$ cat src/logic/apmio_pkg.sv
// power management i/o block: register map, field positions, reset values,
// timing counts, state enums and the host access carrier.
// assumes a 100 MHz system clock and byte-lane host i/o cycles.
package apmio_pkg;

  // byte offsets of the host visible registers
  localparam logic [7:0] OFS_PM_STATUS  = 8'h00;
  localparam logic [7:0] OFS_PM_ENABLE  = 8'h02;
  localparam logic [7:0] OFS_PM_CONTROL = 8'h04;
  localparam logic [7:0] OFS_TIMER      = 8'h08;
  localparam logic [7:0] OFS_CPU_CTL    = 8'h10;
  localparam logic [7:0] OFS_LEVEL2     = 8'h14;
  localparam logic [7:0] OFS_LEVEL3     = 8'h15;
  localparam logic [7:0] OFS_GP_STATUS  = 8'h20;
  localparam logic [7:0] OFS_GP_INTERRUPT_SELECT  = 8'h22;
  localparam logic [7:0] OFS_GP_SMI_EN  = 8'h24;
  localparam logic [7:0] OFS_SUPPLY     = 8'h26;
  localparam logic [7:0] OFS_GLB_STATUS = 8'h28;
  localparam logic [7:0] OFS_GLB_ENABLE = 8'h2a;

  // event status / enable bit positions
  localparam int WAKE_BIT   = 15;
  localparam int OVR_BIT    = 11;
  localparam int ALARM_BIT  = 10;
  localparam int PRESS_BIT  = 8;
  localparam int GLOBAL_BIT = 5;
  localparam int BUSM_BIT   = 4;
  localparam int TIMER_BIT  = 0;
  // sleep control fields
  localparam int SLEEP_GO_BIT = 13;
  localparam int KIND_LSB     = 10;
  localparam int GREL_BIT     = 2;
  localparam int BMWAKE_BIT   = 1;
  localparam int SELECT_BIT   = 0;
  // throttle control fields
  localparam int THR_EN_BIT   = 4;
  localparam int DUTY_LSB     = 1;
  // firmware flag / enable position in the global pair
  localparam int FW_BIT       = 5;
  // supply resume control positions
  localparam int RING_CTL_BIT = 10;
  localparam int BTN_CTL_BIT  = 9;
  localparam int ALM_CTL_BIT  = 8;
  localparam int EXT0_CTL_BIT = 0;
  // general status positions
  localparam int SBUS_BIT     = 9;
  localparam int RING_BIT     = 8;

  // implemented-bit masks, everything else is reserved; MASK_ROUTED picks the select-routed events
  localparam logic [15:0] MASK_PM_STATUS = 16'h8d31;
  localparam logic [15:0] MASK_PM_ENABLE = 16'h0521;
  localparam logic [15:0] MASK_PM_CTL    = 16'h1c07;
  localparam logic [15:0] MASK_ROUTED    = 16'h0510;
  localparam logic [31:0] MASK_CPU_CTL   = 32'h0000001e;
  localparam logic [15:0] MASK_GP_STATUS = 16'h03ff;
  localparam logic [15:0] MASK_GP_SCI    = 16'h0003;
  localparam logic [15:0] MASK_GP_SMI    = 16'h03ff;
  localparam logic [15:0] MASK_SUPPLY    = 16'h0701;
  localparam logic [15:0] MASK_GLB       = 16'h0020;

  // reset values
  localparam logic [15:0] RST_HALF = 16'h0000;
  localparam logic [31:0] RST_WORD = 32'h00000000;

  // sleep kind codes
  localparam logic [2:0] KIND_SOFT_OFF = 3'h0;
  localparam logic [2:0] KIND_SUSPEND  = 3'h2;

  // timing: 100 MHz clock
  localparam int CLK_MHZ        = 100;
  localparam int OVERRIDE_S     = 4;
  localparam int OVERRIDE_CYC   = OVERRIDE_S * CLK_MHZ * 1000000;
  localparam int THR_FAST_US    = 32;
  localparam int THR_FAST_CYC   = THR_FAST_US * CLK_MHZ;
  localparam int THR_SLOW_MS    = 1;
  localparam int THR_SLOW_CYC   = THR_SLOW_MS * CLK_MHZ * 1000;
  localparam logic [1:0] REF_DIV_LAST = 2'h3;

  // system sleep state
  typedef enum logic [1:0] {
    SLP_WORK = 2'b00,
    SLP_OFF  = 2'b01,
    SLP_SUSP = 2'b10
  } apmio_sleep_e;

  // processor clock state
  typedef enum logic [1:0] {
    CPU_C0 = 2'b00,
    CPU_C2 = 2'b01,
    CPU_C3 = 2'b10
  } apmio_cpu_e;

  // one host i/o cycle, dword aligned with byte lanes
  typedef struct packed {
    logic        rd;
    logic        wr;
    logic [7:0]  addr;
    logic [3:0]  be;
    logic [31:0] data;
  } apmio_req_s;

endpackage

$ cat src/logic/apmio_timer.sv
// power management timer; counts only while run is high, else holds.
// assumes refClkIn is the 14.31818 MHz reference sampled on clk.
`timescale 1ns/10ps
module apmio_timer
  import apmio_pkg::*;
(
  // clock and reset
  input  wire logic        clk,
  input  wire logic        rstN,
  // reference and control
  input  wire logic        refClkIn,
  input  wire logic        run,
  input  wire logic        cfgTimer32,
  // results
  output logic [31:0]      count,
  output logic             msbEvent
);

  logic        refPrev;   // last sampled reference level
  logic [1:0]  divCnt;    // divide by four gives 3.58 MHz
  logic [31:0] cnt;       // raw count, always 32 bits wide

  // a stopped reference gives no edges, so the count simply holds
  wire refRise = run & refClkIn & ~refPrev;
  wire tick    = refRise & (divCnt == REF_DIV_LAST);
  wire [31:0] cntNext = cnt + 32'h1;
  // the flag pulses when the top bit of the selected width changes
  wire msbFlip = tick & (cfgTimer32 ? (cntNext[31] ^ cnt[31])
                                    : (cntNext[23] ^ cnt[23]));

  // reference edge tracking and divider
  always_ff @(posedge clk or negedge rstN)
  begin
    if (!rstN)
    begin
      refPrev <= 1'b0;
      divCnt  <= 2'h0;
    end
    else
    begin
      refPrev <= refClkIn;
      if (refRise)
        divCnt <= divCnt + 2'h1;
    end
  end

  // count, cleared only by reset
  always_ff @(posedge clk or negedge rstN)
  begin
    if (!rstN)
      cnt <= RST_WORD;
    else if (tick)
      cnt <= cntNext;
  end

  // registered view: upper byte hidden in the 24-bit option
  always_ff @(posedge clk or negedge rstN)
  begin
    if (!rstN)
    begin
      count    <= RST_WORD;
      msbEvent <= 1'b0;
    end
    else
    begin
      count    <= cfgTimer32 ? cnt : {8'h00, cnt[23:0]};
      msbEvent <= msbFlip;
    end
  end

endmodule

$ cat src/logic/apmio_top.sv
// power management i/o register block with sleep sequencing, processor
// stop-clock control, resume supply control and SCI / SMI routing.
// assumes all board inputs are synchronous to clk; host cycles are one-cycle
// strobes carried in ioReq.
`timescale 1ns/10ps
module apmio_top
  import apmio_pkg::*;
#(
  parameter int unsigned OVERRIDE_CYCLES  = OVERRIDE_CYC,
  parameter int unsigned SLOW_TICK_CYCLES = THR_SLOW_CYC
)
(
  // clock and reset
  input  wire logic        clk,
  input  wire logic        rst_n,
  // host i/o cycles
  input  wire apmio_req_s  ioReq,
  output logic [31:0]      ioRdData,
  output logic             ioRdValid,
  // board events
  input  wire logic        refClkIn,
  input  wire logic        powerButtonIn,
  input  wire logic        busMasterReqIn,
  input  wire logic        alarmEventIn,
  input  wire logic        globalEventIn,
  input  wire logic        ringIn,
  input  wire logic        serialBusEventIn,
  input  wire logic [7:0]  extEventIn,
  // configuration straps
  input  wire logic        cfgTimer32,
  input  wire logic        cfgThrottleSlow,
  // system outputs
  output logic             sciOut,
  output logic             smiOut,
  output logic             stopClockOut,
  output logic             supplyOnOut
);

  // ---------------- reset release ----------------
  logic rstMeta;   // first stage, read only by rstN
  logic rstN;      // released reset for the whole block

  // two-stage release so deassertion is clean on clk
  always_ff @(posedge clk or negedge rst_n)
  begin
    if (!rst_n)
    begin
      rstMeta <= 1'b0;
      rstN    <= 1'b0;
    end
    else
    begin
      rstMeta <= 1'b1;
      rstN    <= rstMeta;
    end
  end

  // ---------------- state ----------------
  logic [15:0]  pmSts;       // event status, write-one-clear
  logic [15:0]  pmEn;        // event enables
  logic [15:0]  pmCtl;       // sleep kind, release, busmaster_wake, select
  logic [31:0]  cpuCtl;      // throttle enable and duty
  logic [15:0]  gpSts;       // general status, write-one-clear
  logic [15:0]  gpSciEn;     // general SCI enables
  logic [15:0]  gpSmiEn;     // general SMI enables
  logic [15:0]  supplyCtl;   // resume supply controls
  logic [15:0]  glbSts;      // firmware flag
  logic [15:0]  glbEn;       // firmware enable
  apmio_sleep_e sleepSt;     // system sleep state
  apmio_cpu_e   cpuSt;       // processor clock state
  logic [31:0]  btnCnt;      // button held time
  logic [15:0]  evPrev;      // last level of event inputs
  logic [9:0]   gpPrev;      // last level of general inputs
  logic [31:0]  tickCnt;     // throttle time base divider
  logic [3:0]   slot;        // throttle slot within a period
  logic [31:0]  tmrCount;    // timer view from the counter
  logic         tmrMsb;      // timer top bit changed

  // ---------------- host decode ----------------
  wire [5:0]  wordIdx = ioReq.addr[7:2];
  wire [31:0] laneMask = {{8{ioReq.be[3]}}, {8{ioReq.be[2]}},
                          {8{ioReq.be[1]}}, {8{ioReq.be[0]}}};
  wire [31:0] wd      = ioReq.data & laneMask;
  wire selPm   = wordIdx == OFS_PM_STATUS[7:2];
  wire selCtl  = wordIdx == OFS_PM_CONTROL[7:2];
  wire selTmr  = wordIdx == OFS_TIMER[7:2];
  wire selCpu  = wordIdx == OFS_CPU_CTL[7:2];
  wire selLvl  = wordIdx == OFS_LEVEL2[7:2];
  wire selGp   = wordIdx == OFS_GP_STATUS[7:2];
  wire selGpEn = wordIdx == OFS_GP_SMI_EN[7:2];
  wire selGlb  = wordIdx == OFS_GLB_STATUS[7:2];
  wire wrPm    = ioReq.wr & selPm;
  wire wrCtl   = ioReq.wr & selCtl;
  wire wrCpu   = ioReq.wr & selCpu;
  wire wrGp    = ioReq.wr & selGp;
  wire wrGpEn  = ioReq.wr & selGpEn;
  wire wrGlb   = ioReq.wr & selGlb;
  // the level ports act only on reads; writes to them fall through
  wire rdLvl2  = ioReq.rd & selLvl & ioReq.be[OFS_LEVEL2[1:0]];
  wire rdLvl3  = ioReq.rd & selLvl & ioReq.be[OFS_LEVEL3[1:0]];

  // merge written lanes into a half, reserved bits forced low
  function automatic logic [15:0] rwHalf(input logic [15:0] old,
                                         input logic [15:0] nv,
                                         input logic [15:0] lanes,
                                         input logic [15:0] keep);
    rwHalf = ((old & ~lanes) | (nv & lanes)) & keep;
  endfunction

  // ---------------- event edges ----------------
  wire [15:0] evNow = {8'h00, 1'b0, globalEventIn, busMasterReqIn,
                       alarmEventIn, powerButtonIn, 3'h0};
  wire [15:0] evRise  = evNow & ~evPrev;
  wire pressRise  = evRise[3];
  wire alarmRise  = evRise[4];
  wire bmRise     = evRise[5];
  wire globalRise = evRise[6];
  wire [9:0] gpNow  = {serialBusEventIn, ringIn, extEventIn};
  wire [9:0] gpRise = gpNow & ~gpPrev;

  // ---------------- button override ----------------
  wire btnDone = btnCnt >= OVERRIDE_CYCLES;
  wire ovrHit  = powerButtonIn & (btnCnt == OVERRIDE_CYCLES - 1);

  // ---------------- resume and sleep ----------------
  wire asleep   = sleepSt != SLP_WORK;
  wire resumeEv = (pressRise    & supplyCtl[BTN_CTL_BIT])
                | (gpRise[RING_BIT] & supplyCtl[RING_CTL_BIT])
                | (alarmRise    & supplyCtl[ALM_CTL_BIT])
                | (gpRise[0]    & supplyCtl[EXT0_CTL_BIT]);
  wire wakeHit  = asleep & resumeEv;
  // sleep_go is never stored; its write pulse starts the sequence
  wire [15:0] ctlWr = rwHalf(pmCtl, wd[15:0], laneMask[15:0], MASK_PM_CTL);
  wire sleepGo  = wrCtl & wd[SLEEP_GO_BIT];
  wire [2:0] goKind = ctlWr[KIND_LSB+2:KIND_LSB];

  // ---------------- status set and clear ----------------
  wire [15:0] pmClr = wrPm ? wd[15:0] : RST_HALF;
  wire [15:0] pmSet = ({15'h0, tmrMsb} << TIMER_BIT)
                    | ({15'h0, bmRise} << BUSM_BIT)
                    | ({15'h0, globalRise} << GLOBAL_BIT)
                    | ({15'h0, pressRise} << PRESS_BIT)
                    | ({15'h0, alarmRise} << ALARM_BIT)
                    | ({15'h0, ovrHit} << OVR_BIT)
                    | ({15'h0, wakeHit} << WAKE_BIT);
  // set wins over a clear in the same cycle; override drops the press
  wire [15:0] next_pmSts = (((pmSts & ~pmClr) | pmSet) & MASK_PM_STATUS)
                         & ~({15'h0, ovrHit} << PRESS_BIT);
  wire [15:0] gpClr = wrGp ? wd[15:0] : RST_HALF;
  wire [15:0] next_gpSts = ((gpSts & ~gpClr) | {6'h00, gpRise})
                         & MASK_GP_STATUS;

  // release edge sets the firmware flag; clearing the flag drops release
  wire grelSet = wrCtl & ctlWr[GREL_BIT] & ~pmCtl[GREL_BIT];
  wire fwClr   = wrGlb & wd[FW_BIT] & glbSts[FW_BIT];
  wire [15:0] next_glbSts = ((glbSts & ~(wrGlb ? wd[15:0] : RST_HALF))
                          | ({15'h0, grelSet} << FW_BIT)) & MASK_GLB;
  wire [15:0] next_pmCtl = (wrCtl ? ctlWr : pmCtl)
                         & ~({15'h0, fwClr & ~grelSet} << GREL_BIT);

  // ---------------- interrupt routing ----------------
  wire [15:0] pmHit = pmSts & pmEn;
  wire timerIrq  = pmHit[TIMER_BIT];
  wire globalIrq = pmHit[GLOBAL_BIT];
  wire routedIrq = |(pmHit & MASK_ROUTED);
  wire useSci    = pmCtl[SELECT_BIT];
  wire fwIrq     = glbSts[FW_BIT] & glbEn[FW_BIT];
  wire gpSmiIrq  = |(gpSts & gpSmiEn);
  wire gpSciIrq  = |(gpSts & gpSciEn);
  // timer and global are SCI only, firmware SMI only, whatever the select
  wire next_sci  = timerIrq | globalIrq | gpSciIrq
                 | (routedIrq & useSci);
  wire next_smi  = fwIrq | gpSmiIrq | (routedIrq & ~useSci);
  wire irqRise   = (next_sci & ~sciOut) | (next_smi & ~smiOut);

  // ---------------- throttle modulation ----------------
  wire [31:0] tickLast = cfgThrottleSlow ? SLOW_TICK_CYCLES - 1
                                         : THR_FAST_CYC - 1;
  wire tickEn   = tickCnt >= tickLast;
  wire [2:0] duty = cpuCtl[DUTY_LSB+2:DUTY_LSB];
  // 16 slots a period; each duty step is two slots less one, so code n
  // lands inside its 12.5% band. code 000 never stops the clock.
  wire [4:0] onSlots = {duty, 1'b0} - 5'h01;
  wire modOn    = (duty != 3'h0) & ({1'b0, slot} < onSlots);
  wire next_stp = (cpuSt == CPU_C3)
                | ((cpuSt == CPU_C2) &
                   (cpuCtl[THR_EN_BIT] ? modOn : 1'b1));

  // ---------------- read mux ----------------
  logic [31:0] rdMux;
  always_comb
  begin
    unique case (1'b1)
      selPm:   rdMux = {pmEn, pmSts};
      selCtl:  rdMux = {RST_HALF, pmCtl};
      selTmr:  rdMux = tmrCount;
      selCpu:  rdMux = cpuCtl;
      selGp:   rdMux = {gpSciEn, gpSts};
      selGpEn: rdMux = {supplyCtl, gpSmiEn};
      selGlb:  rdMux = {glbEn, glbSts};
      default: rdMux = RST_WORD;   // level ports and holes read zero
    endcase
  end

  // ---------------- timer ----------------
  apmio_timer u_timer (
    .clk        (clk),
    .rstN       (rstN),
    .refClkIn   (refClkIn),
    .run        (sleepSt == SLP_WORK),
    .cfgTimer32 (cfgTimer32),
    .count      (tmrCount),
    .msbEvent   (tmrMsb)
  );

  // event registers and edge history
  always_ff @(posedge clk or negedge rstN)
  begin
    if (!rstN)
    begin
      pmSts  <= RST_HALF;
      gpSts  <= RST_HALF;
      glbSts <= RST_HALF;
      pmCtl  <= RST_HALF;
      evPrev <= RST_HALF;
      gpPrev <= 10'h000;
    end
    else
    begin
      pmSts  <= next_pmSts;
      gpSts  <= next_gpSts;
      glbSts <= next_glbSts;
      pmCtl  <= next_pmCtl;
      evPrev <= evNow;
      gpPrev <= gpNow;
    end
  end

  // plain read-write enables and controls
  always_ff @(posedge clk or negedge rstN)
  begin
    if (!rstN)
    begin
      pmEn      <= RST_HALF;
      cpuCtl    <= RST_WORD;
      gpSciEn   <= RST_HALF;
      gpSmiEn   <= RST_HALF;
      supplyCtl <= RST_HALF;
      glbEn     <= RST_HALF;
    end
    else
    begin
      if (wrPm)
        pmEn <= rwHalf(pmEn, wd[31:16], laneMask[31:16], MASK_PM_ENABLE);
      if (wrCpu)
        cpuCtl <= ((cpuCtl & ~laneMask) | wd) & MASK_CPU_CTL;
      if (wrGp)
        gpSciEn <= rwHalf(gpSciEn, wd[31:16], laneMask[31:16], MASK_GP_SCI);
      if (wrGpEn)
      begin
        gpSmiEn   <= rwHalf(gpSmiEn, wd[15:0], laneMask[15:0], MASK_GP_SMI);
        supplyCtl <= rwHalf(supplyCtl, wd[31:16], laneMask[31:16],
                            MASK_SUPPLY);
      end
      if (wrGlb)
        glbEn <= rwHalf(glbEn, wd[31:16], laneMask[31:16], MASK_GLB);
    end
  end

  // button hold counter, restarts on any release
  always_ff @(posedge clk or negedge rstN)
  begin
    if (!rstN)
      btnCnt <= RST_WORD;
    else if (!powerButtonIn)
      btnCnt <= RST_WORD;
    else if (!btnDone)
      btnCnt <= btnCnt + 32'h1;
  end

  // system sleep sequencing; override beats everything
  always_ff @(posedge clk or negedge rstN)
  begin
    if (!rstN)
      sleepSt <= SLP_WORK;
    else if (ovrHit)
      sleepSt <= SLP_OFF;
    else
    begin
      unique case (sleepSt)
        SLP_WORK:
          if (sleepGo && goKind == KIND_SOFT_OFF)
            sleepSt <= SLP_OFF;
          else if (sleepGo && goKind == KIND_SUSPEND)
            sleepSt <= SLP_SUSP;
        SLP_OFF, SLP_SUSP:
          if (wakeHit)
            sleepSt <= SLP_WORK;
        default:
          sleepSt <= SLP_WORK;
      endcase
    end
  end

  // processor clock state
  always_ff @(posedge clk or negedge rstN)
  begin
    if (!rstN)
      cpuSt <= CPU_C0;
    else
    begin
      unique case (cpuSt)
        CPU_C0:
          if (rdLvl3 || (sleepGo && goKind == KIND_SUSPEND))
            cpuSt <= CPU_C3;
          else if (rdLvl2)
            cpuSt <= CPU_C2;
        // any new interrupt or bus master request ends C2
        CPU_C2:
          if (irqRise || bmRise)
            cpuSt <= CPU_C0;
        // bus masters only wake C3 when allowed
        CPU_C3:
          if (wakeHit || (bmRise && pmCtl[BMWAKE_BIT]))
            cpuSt <= CPU_C0;
        default:
          cpuSt <= CPU_C0;
      endcase
    end
  end

  // throttle time base and slot counter
  always_ff @(posedge clk or negedge rstN)
  begin
    if (!rstN)
    begin
      tickCnt <= RST_WORD;
      slot    <= 4'h0;
    end
    else if (tickEn)
    begin
      tickCnt <= RST_WORD;
      slot    <= slot + 4'h1;
    end
    else
      tickCnt <= tickCnt + 32'h1;
  end

  // registered outputs; soft off drops the main supply
  always_ff @(posedge clk or negedge rstN)
  begin
    if (!rstN)
    begin
      ioRdData     <= RST_WORD;
      ioRdValid    <= 1'b0;
      sciOut       <= 1'b0;
      smiOut       <= 1'b0;
      stopClockOut <= 1'b0;
      supplyOnOut  <= 1'b1;
    end
    else
    begin
      ioRdData     <= ioReq.rd ? rdMux : RST_WORD;
      ioRdValid    <= ioReq.rd;
      sciOut       <= next_sci;
      smiOut       <= next_smi;
      stopClockOut <= next_stp;
      supplyOnOut  <= sleepSt != SLP_OFF;
    end
  end

endmodule
$ cat config.mk
export PLATFORM = sky130hd
export DESIGN_NAME = apmio_top
export DESIGN_NICKNAME = d
export VERILOG_FILES = /design/src/logic/apmio_pkg.sv /design/src/logic/apmio_timer.sv /design/src/logic/apmio_top.sv
export SDC_FILE = /design/constraint.sdc
export NUM_CORES = 1
export LEC_CHECK = 0
export BUFFER_PORTS_ARGS = -buffer_cell sky130_fd_sc_hd__clkbuf_2
export CAP_MARGIN = 20
export CELL_PAD_IN_SITES_DETAIL_PLACEMENT = 1
export CELL_PAD_IN_SITES_GLOBAL_PLACEMENT = 1
export CORE_ASPECT_RATIO = 0.7
export CORE_UTILIZATION = 43
export DETAILED_ROUTE_END_ITERATION = 10
export GPL_TIMING_DRIVEN = 0
export HOLD_SLACK_MARGIN = 0.06
export MAX_ROUTING_LAYER = met4
export PLACE_DENSITY_LB_ADDON = 0.1
export SYNTH_ARGS = -nofsm -noshare
export SYNTH_HDL_FRONTEND = slang
export SYNTH_SLANG_ARGS = --single-unit
$ cat constraint.sdc
create_clock -name clk -period 7 [get_ports clk]
set_input_delay 0.7 -clock clk [delete_from_list [all_inputs] [get_ports clk]]
set_output_delay 0.7 -clock clk [all_outputs]
set_load 0.02 [all_outputs]
==> reports/results.tsv <==
metric	value	unit
Placed Area	11100	um2
Worst Skew	0.00733	ns
met2 wire len	10800	um
DR WL met3	1440	um
Post-synth EDFFs	0	
synth warn	0	
Hold Path Class	in -> reg	
clock group share of total power	0.425	
Die Y	131	um
unrepaired setup endpoints after global routing	no	
Post-CTS Setup Bufs	0	
CTS Buffer Depth	3	
First-pass DRT Iterations	6	
Port-buffer cells	87	
Synth Flop Type	dfrtp_1	
f_max	351	MHz
DR vias	7129	
WL met1	13300	um
drt via density	5.33	
post-synth top area share	0.592	
Critical Path AT	3.29	ns
CP Max Fanout	8	
Remaining DRCs	0	
initial DRC count	440	
Max IR drop VDD	0.000174	V
initial antenna violation count	0	
Synth Instances	880	
width of the die	186	um
Root Driver	clkbuf_16	
area grow syn2layout	17.1	%
fraction of registers with async set/reset	1.00	
Initial Util	0.444	
DR WL/cell	19.5	um
largest net degree at the start of global routing	70	
Hold Vio Cnt, Final	0	
power per cell area	250	nW/um2
Final Max Tran Viols	0	
post-route antenna net violation count	0	
relative slew slack	0.284	
synth unique cells	59	
LEAKAGE	5.67	nW
core area	23000	um2
most frequent cells in the layout	dfrtp_1, clkbuf_2, nand2_1, nand3_1, nor2_1	
Sw Pwr	0.695	mW
final setup TNS	0	ns
Top Ports	102	
min Tclk post-route	2.85	ns
CTS buffer count	24	
Sink Count	242	
Power Total	2.99	mW
Max Cap Violations	0	
Filler Cell Count	2494	
critical path type	reg -> reg	
vias in the first global route	7468	
internal cell power	2.29	mW
routability cong.	0.864	
Worst-Skew Late Latency	0.51	ns
worst-margin pin slew	1.07	ns
clock-pin slew on the worst setup and hold paths	0.06	ns
cell taking the most area after synthesis	dfrtp_1	
DP Wirelength	19200	um
Worst Hold Depth	1	
Die ar.	24300	um2
Gate power share	0.063	
status	completed	
CTS Hold Bufs	1	
CTS tree	built	
Synth Register Bits	242	
post-synthesis sequential area ratio	0.594	
design area	11900	um2
synthesized area	10200	um2
Flop pwr share	0.513	
uppermost routed layer	met4	
final WL	26000	um
commonest non-fill, non-tap cell in the layout	dfrtp_1	
Setup crit start kind	register	
global route overflow	0	
fin crit share	0.407	
# rows	46	
main area contributors after synthesis	dfrtp_1, mux2_2, xnor2_1	
crit path capture type	register	
Worst EP required	7.44	ns
first-pass GRT wire length	42000	um
R2R cell count	9	
switching power share of the total	0.232	
H-tree Lvls	1	
final setup vio count	0	
fin util	0.520	
post-CTS sizing	0	
all-layer global routing usage	0.234	
hold slack	0.306	ns
Mapped Avg Cell Area	11.6	um2
layout cells sized above 1	0.168	
antenna fix cells	0	
NumNets Final	1095	
## synthesized netlist by cell type (12+ instances only)
| cell type | count |
|---|---|
| clkbuf_1 | 27 |
| and2_1 | 30 |
| dfrtp_1 | 241 |
| nand2b_1 | 13 |
| mux2_2 | 34 |
| xor2_1 | 33 |
| nand2_1 | 72 |
| a21oi_1 | 22 |
| nor2_1 | 49 |
| nor3_1 | 22 |
| o21ai_0 | 12 |
| a22oi_1 | 13 |
| nand4_1 | 25 |
| and3_1 | 31 |
| inv_1 | 27 |
| ha_1 | 20 |
| nor4_1 | 17 |
| nand3_1 | 49 |
| xnor2_1 | 33 |
## through the flow
| step | instances | setup slack, ns |
|---|---|---|
| 2_1_floorplan | 893 | 3.03 |
| 6_report | 1337 | 4.15 |
| 3_5_place_dp | 1295 | 3.80 |
| 3_3_place_gp | 1292 | 1.46 |
| 4_1_cts | 1337 | 4.12 |
| 5_1_grt | 1337 | 3.91 |
## worst paths after layout
| path | from | endpoint | slack, ns |
|---|---|---|---|
| min in group asynchronous | rstN$_DFF_PN0_ | ioRdData[12]$_DFF_PN0_ | 0.44 |
| worst min register to register | rstMeta$_DFF_PN0_ | rstN$_DFF_PN0_ | 0.36 |
| max in group asynchronous | rstN$_DFF_PN0_ | async pin | 5.74 |
| worst max-delay path | sleepSt[1]$_DFFE_PN0P_ | u_timer.cnt[28]$_DFFE_PN0P_ | 4.15 |
| worst min-delay path | extEventIn[1] | gpPrev[1]$_DFF_PN0_ | 0.31 |
| worst max register to register | sleepSt[1]$_DFFE_PN0P_ | u_timer.cnt[28]$_DFFE_PN0P_ | 4.15 |
## power groups by stage
stage	logic (mW)	registers, mW	clock network [mW]
after floorplan	0.0960	1.55	0
after CTS	0.191	1.53	1.30
final	0.187	1.53	1.27
after global routing	0.212	1.54	1.35
after detailed placement	0.190	1.56	0
after global placement	0.156	1.57	0
## metal layers
| layer | vias up | track usage |
|---|---|---|
| li1 | 3367 | - |
| met1 | 3576 | 0.355 |
| met2 | 145 | 0.323 |
| met3 | 41 | 0.0410 |
| met4 | 0 | 0.0535 |
| met5 | - | - |
## critical path: stages (launching register included)
cell and delay [ns]:
dfrtp_1 0.38, inv_1 0.08, ha_1 0.33, and4b_1 0.24
clkbuf_1 0.28, nand4_1 0.24, nor3_2 0.53, nand3_1 0.27
nor3_1 0.25, xor2_1 0.16
## cell families (layout without fill, tap and decap cells)
| logic type | Yosys count | after routing | synth area share |
|---|---|---|---|
| flops | 242 | 242 | 0.594 |
| compound gates | 105 | 105 | 0.0747 |
| fa+ha+maj | 20 | 20 | 0.0246 |
| simple gates | 341 | 341 | 0.177 |
| mux | 45 | 45 | 0.0484 |
| other cells | 2 | 15 | 0.000737 |
| buf+inv | 59 | 191 | 0.0236 |
| xor+xnor | 66 | 66 | 0.0567 |
## area by class of cell
class | instances | area, um2 | share of cell area
inverters | 27 | 101 | 0.00849
flip-flops and latches | 242 | 6060 | 0.508
well taps | 312 | 390 | 0.0327
plain buffers | 32 | 139 | 0.0116
clock inverters | 4 | 45.0 | 0.00377
multi-input cells | 592 | 3940 | 0.330
clock buffers | 37 | 731 | 0.0612
repair buffers | 91 | 528 | 0.0442
Note: power is estimated with default switching activity, not from simulation.
